==> src/hdl/dpll_chan_map.svh <==
`ifndef DPLL_CHAN_MAP_SVH
`define DPLL_CHAN_MAP_SVH

// clock and timing
`define CLK_SYS_HZ       25000000
`define SNAP_STEP_S      1
`define SEC_CNT_W        25

// sizes
`define NUM_REFS         8
`define REF_IDX_W        3
`define OFFSET_W         24
`define BW_TABLE_LAST    5'h19

// register byte offsets
`define REG_OPMODE       8'h00
`define REG_REFSEL       8'h04
`define REG_REFEN        8'h08
`define REG_PRIO         8'h0c
`define REG_GROUP        8'h10
`define REG_LOOPBW       8'h14
`define REG_SNAPRATE     8'h18
`define REG_MANHOLD      8'h1c
`define REG_STATUS       8'h20
`define REG_HOLDVAL      8'h24

// field positions
`define OPMODE_LSB       0
`define HOLDTYPE_LSB     2
`define SELMODE_LSB      0
`define MANREF_LSB       4
`define SLAVEREF_LSB     8
`define BWREQ_LSB        0
`define DAMP_LSB         8
`define STAT_SEL_LSB     4
`define STAT_AVAIL_BIT   7

// operating mode codes
`define OPM_AUTO         2'h0
`define OPM_FLOCK        2'h1
`define OPM_FFREE        2'h2
`define OPM_FHOLD        2'h3

// holdover type codes
`define HOT_SIMPLE       2'h0
`define HOT_ADVANCED     2'h1
`define HOT_MANUAL       2'h2

// reference select mode codes
`define SEL_AUTO         4'h0
`define SEL_MANUAL       4'h1
`define SEL_PINMAN       4'h2
`define SEL_SLAVE        4'h3
`define SEL_PINSLAVE     4'h4

// reset values
`define RST_OPMODE       4'h0
`define RST_REFSEL       12'h000
`define RST_REFEN        8'hff
`define RST_PRIO         32'h76543210
`define RST_GROUP        32'h00000000
`define RST_BWREQ        5'h0d
`define RST_DAMP         4'h4
`define RST_SNAPRATE     6'h01

`endif

==> src/hdl/dpll_chan_pkg.sv <==
package dpll_chan_pkg;
    typedef enum logic [2:0] {
        FREE_RUN,
        LOCK_ACQUIRE,
        LOCKED,
        HOLDOVER,
        LOCK_RECOVER
    } chan_state_t;
endpackage

==> src/hdl/dpll_reference_select_holdover.sv <==
// Function
// - locked loop follows frequency and phase of the selected reference
// - bandwidth and damping are programmable, applied while locked to a reference
// - bandwidth request maps to the nearest supported setting not above it
// - all usable references invalid moves the channel to holdover
// - simple holdover uses the offset captured just before entry
// - advanced holdover keeps two periodic snapshots, loads the older on entry
// - snapshot refresh interval programmable 0 to 63 seconds, one-second steps
// - forced holdover stays in holdover despite valid references
// - manual holdover forces holdover with a software-written offset
// - channel runs its own selection and may pick any input
// - four-bit mode field: automatic, manual, pin manual, slave, pin slave
// - automatic mode: qualified means enabled and declared valid by monitors
// - automatic mode picks the highest priority qualified input
// - group table makes several inputs one equal-priority group
// - manual mode uses register or pin choice, monitors never change it
// - manual mode: selected input invalid means holdover, never a switch
// - slave mode uses only the designated master input
// - pin slave behaves as master until the slave pin asserts
// - reset gives free-run, then acquire on selection, locked on lock
// - from holdover a qualified input leads through lock recovery
// - operating mode: automatic, forced locked, forced free-run, forced holdover
//
// Local design decisions: strobed register access and the register offsets.
`timescale 1ns/1ps
`default_nettype none
`include "dpll_chan_map.svh"

module dpll_reference_select_holdover #(
    parameter int unsigned SECOND_CYCLES = `SNAP_STEP_S * `CLK_SYS_HZ
) (
    input  wire logic                      clk_sys,
    input  wire logic                      rst_n,
    input  wire logic [7:0]                regAddr,
    input  wire logic [31:0]               regWdata,
    input  wire logic                      regWr,
    input  wire logic                      regRd,
    output logic      [31:0]               regRdata,
    input  wire logic [`NUM_REFS-1:0]      refValid,
    input  wire logic                      loopLocked,
    input  wire logic [`OFFSET_W-1:0]      filteredOffset,
    input  wire logic [`REF_IDX_W-1:0]     pinRefSel,
    input  wire logic                      pinSlave,
    output logic      [`REF_IDX_W-1:0]     selectedRef,
    output logic                           refTracking,
    output dpll_chan_pkg::chan_state_t     chanState,
    output logic      [`OFFSET_W-1:0]      holdoverValue,
    output logic                           integratorLoad,
    output logic      [4:0]                bandwidthCode,
    output logic      [3:0]                dampingCode
);
    import dpll_chan_pkg::*;

    localparam int N = `NUM_REFS;

    logic                  rstMeta_q;
    logic                  rstSync_n;
    logic [N-1:0]          validMeta_q;
    logic [N-1:0]          validSync_q;
    logic [2:0]            pinSelMeta_q;
    logic [2:0]            pinSelSync_q;
    logic                  pinSlaveMeta_q;
    logic                  pinSlaveSync_q;

    logic [3:0]            opmode_q;
    logic [11:0]           refsel_q;
    logic [N-1:0]          refEn_q;
    logic [31:0]           prio_q;
    logic [31:0]           group_q;
    logic [4:0]            bwReq_q;
    logic [3:0]            damp_q;
    logic [5:0]            snapRate_q;
    logic [`OFFSET_W-1:0]  manHold_q;

    chan_state_t           state_q;
    chan_state_t           state_d;
    logic [`SEC_CNT_W-1:0] secCnt_q;
    logic [5:0]            secElapsed_q;
    logic [`OFFSET_W-1:0]  lastOffset_q;
    logic [`OFFSET_W-1:0]  snapNew_q;
    logic [`OFFSET_W-1:0]  snapOld_q;

    // reset release through two flops; assertion stays asynchronous
    always_ff @(posedge clk_sys or negedge rst_n) begin
        if (!rst_n) begin
            rstMeta_q <= 1'b0;
            rstSync_n <= 1'b0;
        end else begin
            rstMeta_q <= 1'b1;
            rstSync_n <= rstMeta_q;
        end
    end

    // monitor flags and pins come from other domains: two flops each
    always_ff @(posedge clk_sys or negedge rstSync_n) begin
        if (!rstSync_n) begin
            validMeta_q    <= '0;
            validSync_q    <= '0;
            pinSelMeta_q   <= '0;
            pinSelSync_q   <= '0;
            pinSlaveMeta_q <= 1'b0;
            pinSlaveSync_q <= 1'b0;
        end else begin
            validMeta_q    <= refValid;
            validSync_q    <= validMeta_q;
            pinSelMeta_q   <= pinRefSel;
            pinSelSync_q   <= pinSelMeta_q;
            pinSlaveMeta_q <= pinSlave;
            pinSlaveSync_q <= pinSlaveMeta_q;
        end
    end

    // register field decode
    wire logic [1:0] opMode   = opmode_q[`OPMODE_LSB +: 2];
    wire logic [1:0] holdType = opmode_q[`HOLDTYPE_LSB +: 2];
    wire logic [3:0] selMode  = refsel_q[`SELMODE_LSB +: 4];
    wire logic [2:0] manRef   = refsel_q[`MANREF_LSB +: 3];
    wire logic [2:0] slaveRef = refsel_q[`SLAVEREF_LSB +: 3];

    wire logic [N-1:0] qualified = refEn_q & validSync_q;

    // priority search; lower value wins, a group takes its best member
    logic [3:0]    grpKey [N];
    logic [3:0]    bestKey;
    logic [2:0]    bestIdx;
    logic          bestFound;
    always_comb begin
        bestKey   = 4'hf;
        bestIdx   = 3'h0;
        bestFound = 1'b0;
        for (int i = 0; i < N; i++) begin
            grpKey[i] = prio_q[i*4 +: 4];
            if (group_q[i*4 +: 4] != 4'h0) begin
                for (int j = 0; j < N; j++) begin
                    if (qualified[j] && group_q[j*4 +: 4] == group_q[i*4 +: 4]
                        && prio_q[j*4 +: 4] < grpKey[i]) begin
                        grpKey[i] = prio_q[j*4 +: 4];
                    end
                end
            end
        end
        for (int i = 0; i < N; i++) begin
            if (qualified[i] && (!bestFound || grpKey[i] < bestKey)) begin
                bestFound = 1'b1;
                bestKey   = grpKey[i];
                bestIdx   = 3'(i);
            end
        end
        // an equal-priority tie keeps the current reference, avoiding needless switches
        if (bestFound && qualified[selectedRef] && grpKey[selectedRef] == bestKey) begin
            bestIdx = selectedRef;
        end
    end

    // mode decode; any reserved code falls through to automatic
    wire logic modeManual = (selMode == `SEL_MANUAL);
    wire logic modePinMan = (selMode == `SEL_PINMAN);
    // pin slave acts as master until the slave pin is seen
    wire logic modeSlave  = (selMode == `SEL_SLAVE)
                          || (selMode == `SEL_PINSLAVE && pinSlaveSync_q);
    wire logic modeFixed  = modeManual || modePinMan || modeSlave;

    wire logic [2:0] candRef = modeSlave  ? slaveRef :
                               modeManual ? manRef :
                               modePinMan ? pinSelSync_q : bestIdx;
    // fixed choices only check the monitors, they never move the choice
    wire logic candAvail = modeFixed ? validSync_q[candRef] : bestFound;
    wire logic refChanged = (candRef != selectedRef);

    // forced operating modes override the automatic machine
    wire logic forceHold = (opMode == `OPM_FHOLD) || (holdType == `HOT_MANUAL);

    // channel state machine
    always_comb begin
        state_d = state_q;
        if (forceHold) begin
            state_d = HOLDOVER;
        end else if (opMode == `OPM_FLOCK) begin
            state_d = LOCKED;
        end else if (opMode == `OPM_FFREE) begin
            state_d = FREE_RUN;
        end else begin
            unique case (state_q)
                // free-run until a usable input is selected
                FREE_RUN: begin
                    if (candAvail) state_d = LOCK_ACQUIRE;
                end
                LOCK_ACQUIRE: begin
                    if (!candAvail) state_d = FREE_RUN;
                    else if (loopLocked && !refChanged) state_d = LOCKED;
                end
                // nothing usable left: hold the stored frequency
                LOCKED: begin
                    if (!candAvail) state_d = HOLDOVER;
                    else if (refChanged) state_d = LOCK_ACQUIRE;
                end
                // recovery passes through its own state
                HOLDOVER: begin
                    if (candAvail) state_d = LOCK_RECOVER;
                end
                LOCK_RECOVER: begin
                    if (!candAvail) state_d = HOLDOVER;
                    else if (loopLocked && !refChanged) state_d = LOCKED;
                end
            endcase
        end
    end

    wire logic enterHold  = (state_d == HOLDOVER) && (state_q != HOLDOVER);
    wire logic inLocked   = (state_q == LOCKED);
    wire logic secTick    = (secCnt_q == `SEC_CNT_W'(SECOND_CYCLES - 1));
    // zero interval refreshes every cycle, otherwise every N seconds
    wire logic snapStrobe = (snapRate_q == 6'h00)
                          || (secTick && secElapsed_q >= snapRate_q - 6'h01);

    // clamp to the top of the supported table
    wire logic [4:0] bwEff = (bwReq_q > `BW_TABLE_LAST) ? `BW_TABLE_LAST : bwReq_q;

    // register writes
    wire logic wrOpmode  = regWr && regAddr == `REG_OPMODE;
    wire logic wrRefsel  = regWr && regAddr == `REG_REFSEL;
    wire logic wrRefen   = regWr && regAddr == `REG_REFEN;
    wire logic wrPrio    = regWr && regAddr == `REG_PRIO;
    wire logic wrGroup   = regWr && regAddr == `REG_GROUP;
    wire logic wrLoopbw  = regWr && regAddr == `REG_LOOPBW;
    wire logic wrSnap    = regWr && regAddr == `REG_SNAPRATE;
    wire logic wrManhold = regWr && regAddr == `REG_MANHOLD;

    always_ff @(posedge clk_sys or negedge rstSync_n) begin
        if (!rstSync_n) begin
            opmode_q   <= `RST_OPMODE;
            refsel_q   <= `RST_REFSEL;
            refEn_q    <= `RST_REFEN;
            prio_q     <= `RST_PRIO;
            group_q    <= `RST_GROUP;
            bwReq_q    <= `RST_BWREQ;
            damp_q     <= `RST_DAMP;
            snapRate_q <= `RST_SNAPRATE;
            manHold_q  <= '0;
        end else begin
            if (wrOpmode)  opmode_q   <= regWdata[3:0];
            if (wrRefsel)  refsel_q   <= regWdata[11:0];
            if (wrRefen)   refEn_q    <= regWdata[N-1:0];
            if (wrPrio)    prio_q     <= regWdata;
            if (wrGroup)   group_q    <= regWdata;
            if (wrLoopbw)  bwReq_q    <= regWdata[`BWREQ_LSB +: 5];
            if (wrLoopbw)  damp_q     <= regWdata[`DAMP_LSB +: 4];
            if (wrSnap)    snapRate_q <= regWdata[5:0];
            if (wrManhold) manHold_q  <= regWdata[`OFFSET_W-1:0];
        end
    end

    // read mux; unmapped addresses read zero
    wire logic [31:0] rdMux =
        (regAddr == `REG_OPMODE)   ? {28'h0, opmode_q} :
        (regAddr == `REG_REFSEL)   ? {20'h0, refsel_q} :
        (regAddr == `REG_REFEN)    ? {24'h0, refEn_q} :
        (regAddr == `REG_PRIO)     ? prio_q :
        (regAddr == `REG_GROUP)    ? group_q :
        (regAddr == `REG_LOOPBW)   ? {20'h0, damp_q, 3'h0, bwReq_q} :
        (regAddr == `REG_SNAPRATE) ? {26'h0, snapRate_q} :
        (regAddr == `REG_MANHOLD)  ? {8'h0, manHold_q} :
        (regAddr == `REG_STATUS)   ? {24'h0, candAvail, selectedRef, 1'b0, state_q} :
        (regAddr == `REG_HOLDVAL)  ? {8'h0, holdoverValue} : 32'h0;

    // read data stands only in the cycle after the strobe
    always_ff @(posedge clk_sys or negedge rstSync_n) begin
        if (!rstSync_n) regRdata <= '0;
        else            regRdata <= regRd ? rdMux : 32'h0;
    end

    // state and reference selection
    always_ff @(posedge clk_sys or negedge rstSync_n) begin
        if (!rstSync_n) begin
            state_q     <= FREE_RUN;
            selectedRef <= '0;
        end else begin
            state_q <= state_d;
            // holdover on loss of all inputs freezes the last choice; forced holdover still follows the candidate
            if (candAvail) selectedRef <= candRef;
        end
    end

    // the loop tracks the selected reference in the reference-following states
    always_ff @(posedge clk_sys or negedge rstSync_n) begin
        if (!rstSync_n) refTracking <= 1'b0;
        else refTracking <= (state_d == LOCKED || state_d == LOCK_ACQUIRE
                             || state_d == LOCK_RECOVER) && candAvail;
    end

    // settings reach the loop filter only while locked; acquisition keeps the old ones
    always_ff @(posedge clk_sys or negedge rstSync_n) begin
        if (!rstSync_n) begin
            bandwidthCode <= `RST_BWREQ;
            dampingCode   <= `RST_DAMP;
        end else if (inLocked) begin
            bandwidthCode <= bwEff;
            dampingCode   <= damp_q;
        end
    end

    // one-second time base, runs only while locked so snapshots reflect lock
    always_ff @(posedge clk_sys or negedge rstSync_n) begin
        if (!rstSync_n) begin
            secCnt_q     <= '0;
            secElapsed_q <= '0;
        end else if (!inLocked) begin
            secCnt_q     <= '0;
            secElapsed_q <= '0;
        end else if (secTick) begin
            secCnt_q     <= '0;
            secElapsed_q <= snapStrobe ? 6'h00 : secElapsed_q + 6'h01;
        end else begin
            secCnt_q <= secCnt_q + `SEC_CNT_W'(1);
        end
    end

    // last offset while locked; two-deep snapshot history
    always_ff @(posedge clk_sys or negedge rstSync_n) begin
        if (!rstSync_n) begin
            lastOffset_q <= '0;
            snapNew_q    <= '0;
            snapOld_q    <= '0;
        end else if (inLocked) begin
            lastOffset_q <= filteredOffset;
            if (snapStrobe) begin
                snapNew_q <= filteredOffset;
                snapOld_q <= snapNew_q;
            end
        end
    end

    // holdover value and integrator load pulse on entry
    always_ff @(posedge clk_sys or negedge rstSync_n) begin
        if (!rstSync_n) begin
            holdoverValue  <= '0;
            integratorLoad <= 1'b0;
        end else begin
            integratorLoad <= enterHold;
            // manual value follows software while held
            if (holdType == `HOT_MANUAL && state_d == HOLDOVER) begin
                holdoverValue <= manHold_q;
            end else if (enterHold && holdType == `HOT_ADVANCED) begin
                holdoverValue <= snapOld_q;
            end else if (enterHold) begin
                holdoverValue <= lastOffset_q;
            end
        end
    end

    assign chanState = state_q;

endmodule

`default_nettype wire

==> config.mk <==
export PLATFORM = sky130hd
export DESIGN_NAME = dpll_reference_select_holdover
export DESIGN_NICKNAME = d
export VERILOG_FILES = /design/src/hdl/dpll_chan_pkg.sv /design/src/hdl/dpll_reference_select_holdover.sv
export VERILOG_INCLUDE_DIRS = /design/src /design/src/hdl
export SDC_FILE = /design/constraint.sdc
export NUM_CORES = 1
export LEC_CHECK = 0
export BUFFER_PORTS_ARGS = -buffer_cell sky130_fd_sc_hd__clkbuf_2
export CAP_MARGIN = 20
export CORE_AREA = 2 2 177 353
export CTS_CLUSTER_DIAMETER = 100
export DETAILED_ROUTE_END_ITERATION = 10
export DIE_AREA = 0 0 179 355
export GPL_ROUTABILITY_DRIVEN = 1
export GPL_TIMING_DRIVEN = 0
export PLACE_DENSITY = 0.6
export SLEW_MARGIN = 25
export SYNTH_ARGS = -nofsm -noshare
export SYNTH_HDL_FRONTEND = slang
export SYNTH_SLANG_ARGS = --single-unit
==> constraint.sdc <==
create_clock -name clk_sys -period 12.1 [get_ports clk_sys]
set_input_delay 1.21 -clock clk_sys [delete_from_list [all_inputs] [get_ports clk_sys]]
set_output_delay 1.21 -clock clk_sys [all_outputs]
set_load 0.005 [all_outputs]
==> flow_summary.yaml, run 1 <==
placed_design:
  numPortBuffers: 152
  detailedPlacementHpwl_mm: 99.29
  dpl-instance-area_um2: 29810
  gpl.final_weighted_congestion: 1.002
drt:
  drt_drc_violations_left: 0
  firstDrtPassIters: 8
  drt-total-wl_mm: 132.0
  routedWlPerCell_um: 31.57
  route.detailed.vias_per_inst: 6.537
  drt_first_iter_violations: 2052
  num_vias: 27323
  route.antenna.remaining_nets: 0
global_route:
  antenna_found_initial: 11
  grtUsageTotal_pct: 41.86
  first_global_vias: 27880
  grt_pass1_wl_mm: 189.3
  grt_start_max_net_pins: 57
  grt_remaining_overflow: 0
yosys:
  postSynthNetCount: 3314
  number_of_flops_mapped_to_enable_cells_by_yosys: 0
  synth-warning-count: 0
  yosys.cell_types.count: 107
  yosysTopAreaCell: "sky130_fd_sc_hd__dfrtp_1"
  async_flop_share_pct: 100.0
  seq_area_frac_synth_pct: 30.51
  dominantRegCellSynth: "sky130_fd_sc_hd__dfrtp_1"
  synth-seq-cells: 329
  synth_top_area_share_pct: 27.69
  syn_area_um2: 27110
  synth_area_leaders: "sky130_fd_sc_hd__dfrtp_1 (28%), sky130_fd_sc_hd__ha_1 (9.6%), sky130_fd_sc_hd__mux2_2 (9.2%)"
  avgSynthCellArea_um2: 8.958
  post_synth_inst_count: 3026
timing:
  max_slew.worst_pin.slew_ns: 1.228
  timing.final.max_slew_violations: 0
  period_utilization_pct: 208.2
  slew_headroom_pct: 16.01
  finalHoldViolations: 0
  max_clk_rate_mhz: 39.69
  grt_setup_unrepaired: "yes"
  final_period_minus_worst_setup_slack_ns: 25.19
  report.final.setup_viol: 33
  timing.setup.tns_ns: -425.26
  fin_worst_skew_ns: 0.03759
  finalWorstSetupSlack_ns: -13.09
die:
  initial_utilization_pct: 44.66
  design.portCount: 154
  floorplan.rows: 128
  fp.dieArea_um2: 63550
  die-height_um: 355
  dieWidth_um: 179
  design.core.area_um2: 60700
clock_tree:
  clkSinkCount: 329
  cts.reportedPaths.clkPinSlew_ns: 0.09
  clock_path_buffers: 3
  tritoncts: "built"
  clock_tree.root_cell: "sky130_fd_sc_hd__clkbuf_16"
  htreeDepth: 1
  hold_fix_buffers_cts: 0
  clock_insertion_delay_worst_skew_ns: 0.61
  num_cts_buffers: 26
setup_path:
  rrSetupSlack_ns: -13.09
  worstSetupPathType: "reg -> reg"
  cp_max_fo: 7
  crit_arrival_ns: 25.69
  timing.critical_path.from_type: "register"
  timing.critical_path.mode_cell: "sky130_fd_sc_hd__ha_4"
  worstSetupEndpointType: "register"
  slowest_cell_on_crit_path: "sky130_fd_sc_hd__o22ai_4"
  timing.critical_path.required_ns: 12.59
  largest_incremental_delay_on_the_critical_path_ns: 0.67
power:
  clockPowerShare_pct: 21.2
  share_comb_of_total_power_pct: 45.7
  maximum_ir_drop_on_the_vdd_rail_mv: 0.1739
  power_leakage_nw: 14.36
  powerDensity_nw_per_um2: 137.3
  sequentialPowerShare_pct: 33.1
  net-switching-power_mw: 1.833
  switch_share_pct: 40.27
  cell_internal_pwr_mw: 2.719
cells_and_area:
  synthToLayoutAreaGrowth_pct: 22.30
  postLayoutCoreUtil_pct: 54.62
  post_route_cells_drive_above_1_share_pct: 28.44
  post-route-cell-area_um2: 33150
  count_of_nets_after_finishing: 3661
status:
  status: "finished with violations"
  failing_checks: "negative setup slack"
run:
  cap_violations: 0
hold_path:
  hold_class: "reg -> async"
==> final timing paths <==
path | cells past startpoint | from | end
min in group clk_sys | 0 | validMeta_q[7]$_DFF_PN0_ | validSync_q[7]$_DFF_PN0_
setup reg to reg | 123 | prio_q[5]$_DFFE_PN0P_ | holdoverValue[18]$_DFFE_PN0P_
setup / recovery | 123 | prio_q[5]$_DFFE_PN0P_ | holdoverValue[18]$_DFFE_PN0P_
hold / removal | 0 | rstSync_n$_DFF_PN0_ | regRdata[7]$_DFF_PN0_
max in group asynchronous | 2 | rstSync_n$_DFF_PN0_ | secCnt_q[23]$_DFF_PN0_
hold reg to reg | 0 | rstSync_n$_DFF_PN0_ | regRdata[7]$_DFF_PN0_
==> cell usage after synthesis, types with 12 or more instances <==
cell and number:
sky130_fd_sc_hd__dfrtp_1 300, sky130_fd_sc_hd__mux2_2 222, sky130_fd_sc_hd__o21a_1 20, sky130_fd_sc_hd__nor4_1 17, sky130_fd_sc_hd__xnor2_1 107, sky130_fd_sc_hd__a22oi_1 36
sky130_fd_sc_hd__or2_2 26, sky130_fd_sc_hd__ha_1 207, sky130_fd_sc_hd__nand3_1 77, sky130_fd_sc_hd__or3_1 20, sky130_fd_sc_hd__nand4_1 36, sky130_fd_sc_hd__inv_1 134
sky130_fd_sc_hd__clkbuf_1 118, sky130_fd_sc_hd__buf_1 12, sky130_fd_sc_hd__buf_2 15, sky130_fd_sc_hd__o211ai_1 48, sky130_fd_sc_hd__a31o_1 25, sky130_fd_sc_hd__a211oi_1 35
sky130_fd_sc_hd__o31ai_1 15, sky130_fd_sc_hd__a31oi_1 55, sky130_fd_sc_hd__a21oi_1 174, sky130_fd_sc_hd__o21ai_1 29, sky130_fd_sc_hd__and2_1 29, sky130_fd_sc_hd__a21o_1 47
sky130_fd_sc_hd__nand2_1 302, sky130_fd_sc_hd__a2111o_1 12, sky130_fd_sc_hd__nand2b_1 36, sky130_fd_sc_hd__a2111oi_0 24, sky130_fd_sc_hd__and3_1 32, sky130_fd_sc_hd__xor2_1 40
sky130_fd_sc_hd__mux2i_1 102, sky130_fd_sc_hd__nor3_1 42, sky130_fd_sc_hd__dfstp_2 29, sky130_fd_sc_hd__nor2b_1 20, sky130_fd_sc_hd__nor2_1 198, sky130_fd_sc_hd__a222oi_1 18
sky130_fd_sc_hd__o21ai_0 120, sky130_fd_sc_hd__a211o_1 12
==> routing by layer <==
| metal | wire [um] | up-vias | global-route usage (%) |
|---|---|---|---|
| li1 | - | 11955 | - |
| met1 | 41540 | 13375 | 39.96 |
| met2 | 61480 | 1329 | 66.78 |
| met3 | 11120 | 656 | 14.09 |
| met4 | 17790 | 8 | 44.63 |
| met5 | 46 | - | 0 |
==> layout by cell type (no fill, tap or decap), drive strengths merged, types with 36 or more instances in the layout <==
cell type  count
nand2        302
dfrtp        300
clkbuf       300
mux2         222
ha           207
buf          203
nor2         199
a21oi        183
o21ai        152
inv          127
xnor2        107
mux2i        102
nand3         77
a31oi         56
o211ai        49
a21o          47
nor3          43
xor2          40
a211oi        38
nand4         36
a22oi         36
nand2b        36
==> what timing repair did <==
action                                  4_1_cts  5_1_grt
endpoints found under the setup margin       33       33
hold endpoints to repair                      0        0
buffers inserted                            110       41
cloned                                        4        2
pin swaps                                    81       97
gates resized for setup                     169      100
==> logic make-up (layout without fill, tap and decap cells) <==
group           count (synthesis)  in the layout  share of synthesized area [%]
buf+inv                       288            655                          4.168
xor+xnor                      147            147                          4.750
simple gates                  887            887                          15.75
mux                           332            332                          13.67
flops                         329            329                          30.51
other cells                     1              8                        0.01383
compound gates                835            835                          21.59
fa+ha+maj                     207            207                          9.555
==> flip-flops by register name, summed over array words and instances (netlist names), 12 cells and up <==
signal,count
snapNew_q,24
refsel_q,12
group_q,32
holdoverValue,24
regRdata,32
manHold_q,24
secCnt_q,25
prio_q,32
snapOld_q,24
lastOffset_q,24
==> critical path: cells and delay by family (launching register included) <==
| kind | cells | cell delay (ns) |
|---|---|---|
| buf+inv | 15 | 1.96 |
| simple gates | 34 | 6.91 |
| flops | 1 | 0.44 |
| fa+ha+maj | 14 | 3.34 |
| compound gates | 51 | 9.85 |
| mux | 9 | 2.52 |
==> per-stage QoR <==
stage               setup WS [ns]  hold slack [ns]  total power [mW]  cells
floorplan                  -10.37           0.3312             2.553   3026
global placement           -16.66           0.3357             3.138   3958
detailed placement         -16.31           0.3212             3.201   3974
CTS                        -12.82           0.2970             4.456   4134
global route               -13.75           0.3391             4.743   4175
finish                     -13.09           0.2925             4.551   4180
==> power groups by stage <==
stage                     sequential, mW  combinational [mW]  clock [mW]
after floorplan                     1.47                1.08           0
after global placement              1.54                1.60           0
after detailed placement            1.53                1.67           0
after CTS                           1.50                1.98       0.977
after global routing                1.53                2.20        1.01
final                               1.51                2.08       0.964
==> area by class of cell <==
type                       instances  area (um^2)
sequential                       329         8309
timing repair buffer             325         2361
fill                            5615        27550
multi-input combinational       2409        19230
antenna                            7        17.52
buffer                           143        739.5
inverter                         139        580.6
clock inverter                    13        178.9
clock buffer                      35        764.5
tap                              780        975.9
Note: power is estimated with default switching activity, not from simulation.
==> run 2, diff against run 1 <==
--- a/config.mk
+++ b/config.mk
@@ -10,4 +10,5 @@
 export CAP_MARGIN = 20
 export CORE_AREA = 2 2 177 353
+export CTS_BUF_LIST = sky130_fd_sc_hd__clkbuf_8 sky130_fd_sc_hd__clkbuf_16
 export CTS_CLUSTER_DIAMETER = 100
 export DETAILED_ROUTE_END_ITERATION = 10
==> constraint.sdc (replaced) <==
create_clock -name clk_sys -period 12.1 [get_ports clk_sys]
set_input_delay 1.21 -clock clk_sys [delete_from_list [all_inputs] [get_ports clk_sys]]
set_output_delay 1.21 -clock clk_sys [all_outputs]
set_load 0.01 [all_outputs]
==> flow_summary.yaml, run 2 (synthesis results as in run 1) <==
cells_and_area:
  count_of_nets_after_finishing: 3661
  largestRegisters: "group_q (32), prio_q (32), regRdata (32)"
  mostFrequentLayoutCells: "sky130_fd_sc_hd__nand2_1 (291), sky130_fd_sc_hd__dfrtp_1 (288), sky130_fd_sc_hd__mux2_2 (221), sky130_fd_sc_hd__nor2_1 (188), sky130_fd_sc_hd__ha_1 (188)"
  postLayoutCoreUtil_pct: 54.62
  final.fill_count: 5615
  mostFrequentLayoutCell: "sky130_fd_sc_hd__nand2_1"
  synthToLayoutAreaGrowth_pct: 22.30
  post_route_cells_drive_above_1_share_pct: 28.44
power:
  clockPowerShare_pct: 21.1
  cell_internal_pwr_mw: 2.718
  sequentialPowerShare_pct: 33.0
  power_leakage_nw: 14.36
  net-switching-power_mw: 1.855
  share_comb_of_total_power_pct: 46.0
  switch_share_pct: 40.57
  powerDensity_nw_per_um2: 138.0
  maximum_ir_drop_on_the_vdd_rail_mv: 0.1730
setup_path:
  slowest_cell_on_crit_path: "sky130_fd_sc_hd__o22ai_4"
  crit_arrival_ns: 25.68
  reg2reg_to: "holdoverValue[18]$_DFFE_PN0P_"
  timing.critical_path.required_ns: 12.59
  worstSetupEndpointType: "register"
  worstSetupPathType: "reg -> reg"
  rrSetupSlack_ns: -13.09
  largest_incremental_delay_on_the_critical_path_ns: 0.66
  cp_max_fo: 7
  timing.critical_path.from_type: "register"
  timing.critical_path.mode_cell: "sky130_fd_sc_hd__ha_4"
  worstReg2RegStart: "prio_q[5]$_DFFE_PN0P_"
  worstRegToRegCells: 122
clock_tree:
  hold_fix_buffers_cts: 0
  num_cts_buffers: 26
  tritoncts: "built"
  cts.reportedPaths.clkPinSlew_ns: 0.09
  clock_tree.root_cell: "sky130_fd_sc_hd__clkbuf_16"
  clkSinkCount: 329
  htreeDepth: 1
  clock_path_buffers: 3
  clock_insertion_delay_worst_skew_ns: 0.61
timing:
  period_utilization_pct: 208.2
  grt_setup_unrepaired: "yes"
  report.final.setup_viol: 33
  finalHoldViolations: 0
  slew_headroom_pct: 15.97
  timing.final.max_slew_violations: 0
  fin_worst_skew_ns: 0.03746
  timing.setup.tns_ns: -425.00
  max_clk_rate_mhz: 39.70
  finalWorstSetupSlack_ns: -13.09
  max_slew.worst_pin.slew_ns: 1.229
  final_period_minus_worst_setup_slack_ns: 25.19
die:
  design.portCount: 154
  die-height_um: 355
  fp.dieArea_um2: 63550
  design.core.area_um2: 60700
  floorplan.rows: 128
  dieWidth_um: 179
  initial_utilization_pct: 44.66
placed_design:
  detailedPlacementHpwl_mm: 99.29
  numPortBuffers: 152
  dpl_worst_slack_ns: -16.31
  gpl.final_weighted_congestion: 1.002
global_route:
  grt_start_max_net_pins: 57
  grt_pass1_wl_mm: 189.3
  grt_remaining_overflow: 0
  antenna_found_initial: 11
  first_global_vias: 27880
  grtUsageTotal_pct: 41.86
status:
  status: "finished with violations"
  failing_checks: "negative setup slack"
drt:
  firstDrtPassIters: 7
  drt_drc_violations_left: 0
  route.detailed.vias_per_inst: 6.553
  drt_first_iter_violations: 2073
  drt-total-wl_mm: 132.1
  route.antenna.remaining_nets: 0
  num_vias: 27391
  routedWlPerCell_um: 31.61
hold_path:
  hold_class: "reg -> async"
run:
  cap_violations: 0
## run 2: worst max-delay path: cells and delay by family, from the launching register on
family	cells	cell delay (ns)
adders and majority gates	14	3.46
AOI/OAI and AO/OA	51	9.96
and+or+nand+nor	33	6.51
DFF	1	0.46
buffers and inverters	15	2.07
muxes	9	2.54
## run 2: final cells by class
cell class,instances,area [um^2],area share (%)
Timing Repair Buffer,325,2361,7.122
Clock buffer,34,760.7,2.295
Antenna cell,7,17.52,0.05284
Multi-Input combinational cell,2409,19230,57.99
Tap cell,780,975.9,2.944
Buffer,143,739.5,2.230
Inverter,139,580.6,1.751
Clock inverter,14,182.7,0.5510
Sequential cell,329,8309,25.06
## run 2: worst max path at each step
stage | to | slack (ns) | from | cells after the start
global route | holdoverValue[15]$_DFFE_PN0P_ | -13.75 | prio_q[5]$_DFFE_PN0P_ | 126
detailed placement | holdoverValue[21]$_DFFE_PN0P_ | -16.31 | prio_q[6]$_DFFE_PN0P_ | 124
CTS | holdoverValue[18]$_DFFE_PN0P_ | -12.82 | prio_q[5]$_DFFE_PN0P_ | 130
floorplan | holdoverValue[16]$_DFFE_PN0P_ | -10.37 | prio_q[5]$_DFFE_PN0P_ | 126
global placement | holdoverValue[21]$_DFFE_PN0P_ | -16.66 | prio_q[6]$_DFFE_PN0P_ | 124
finish | holdoverValue[18]$_DFFE_PN0P_ | -13.09 | prio_q[5]$_DFFE_PN0P_ | 122
## run 2: repair_timing
item,in CTS,in global routing
resized for setup,169,100
setup endpoints to repair,33,33
buffers inserted,110,41
pin swaps,81,97
gates cloned,4,2
## run 2: power groups by stage
stage	Sequential, mW	Combinational [mW]	Clock, mW
2_1_floorplan	1.49	1.08	0
3_3_place_gp	1.54	1.63	0
3_5_place_dp	1.53	1.70	0
4_1_cts	1.50	2.00	0.976
5_1_grt	1.53	2.23	1.01
6_report	1.51	2.10	0.963
## run 2: routing by layer
layer	wire, um	GRT usage [%]	vias to the layer above
met2	61330	66.78	1348
met4	18010	44.63	8
met5	46	0	-
met3	10810	14.09	686
li1	-	-	11954
met1	41910	39.96	13395
## run 2: per-stage QoR
stage,area (um^2),power [mW],hold slack [ns],std cells
after global routing,33140,4.766,0.3391,4175
final,33150,4.574,0.2901,4180
after floorplan,27730,2.577,0.3312,3026
after global placement,29470,3.162,0.3357,3958
after CTS,32430,4.480,0.2970,4134
after detailed placement,29810,3.225,0.3212,3974
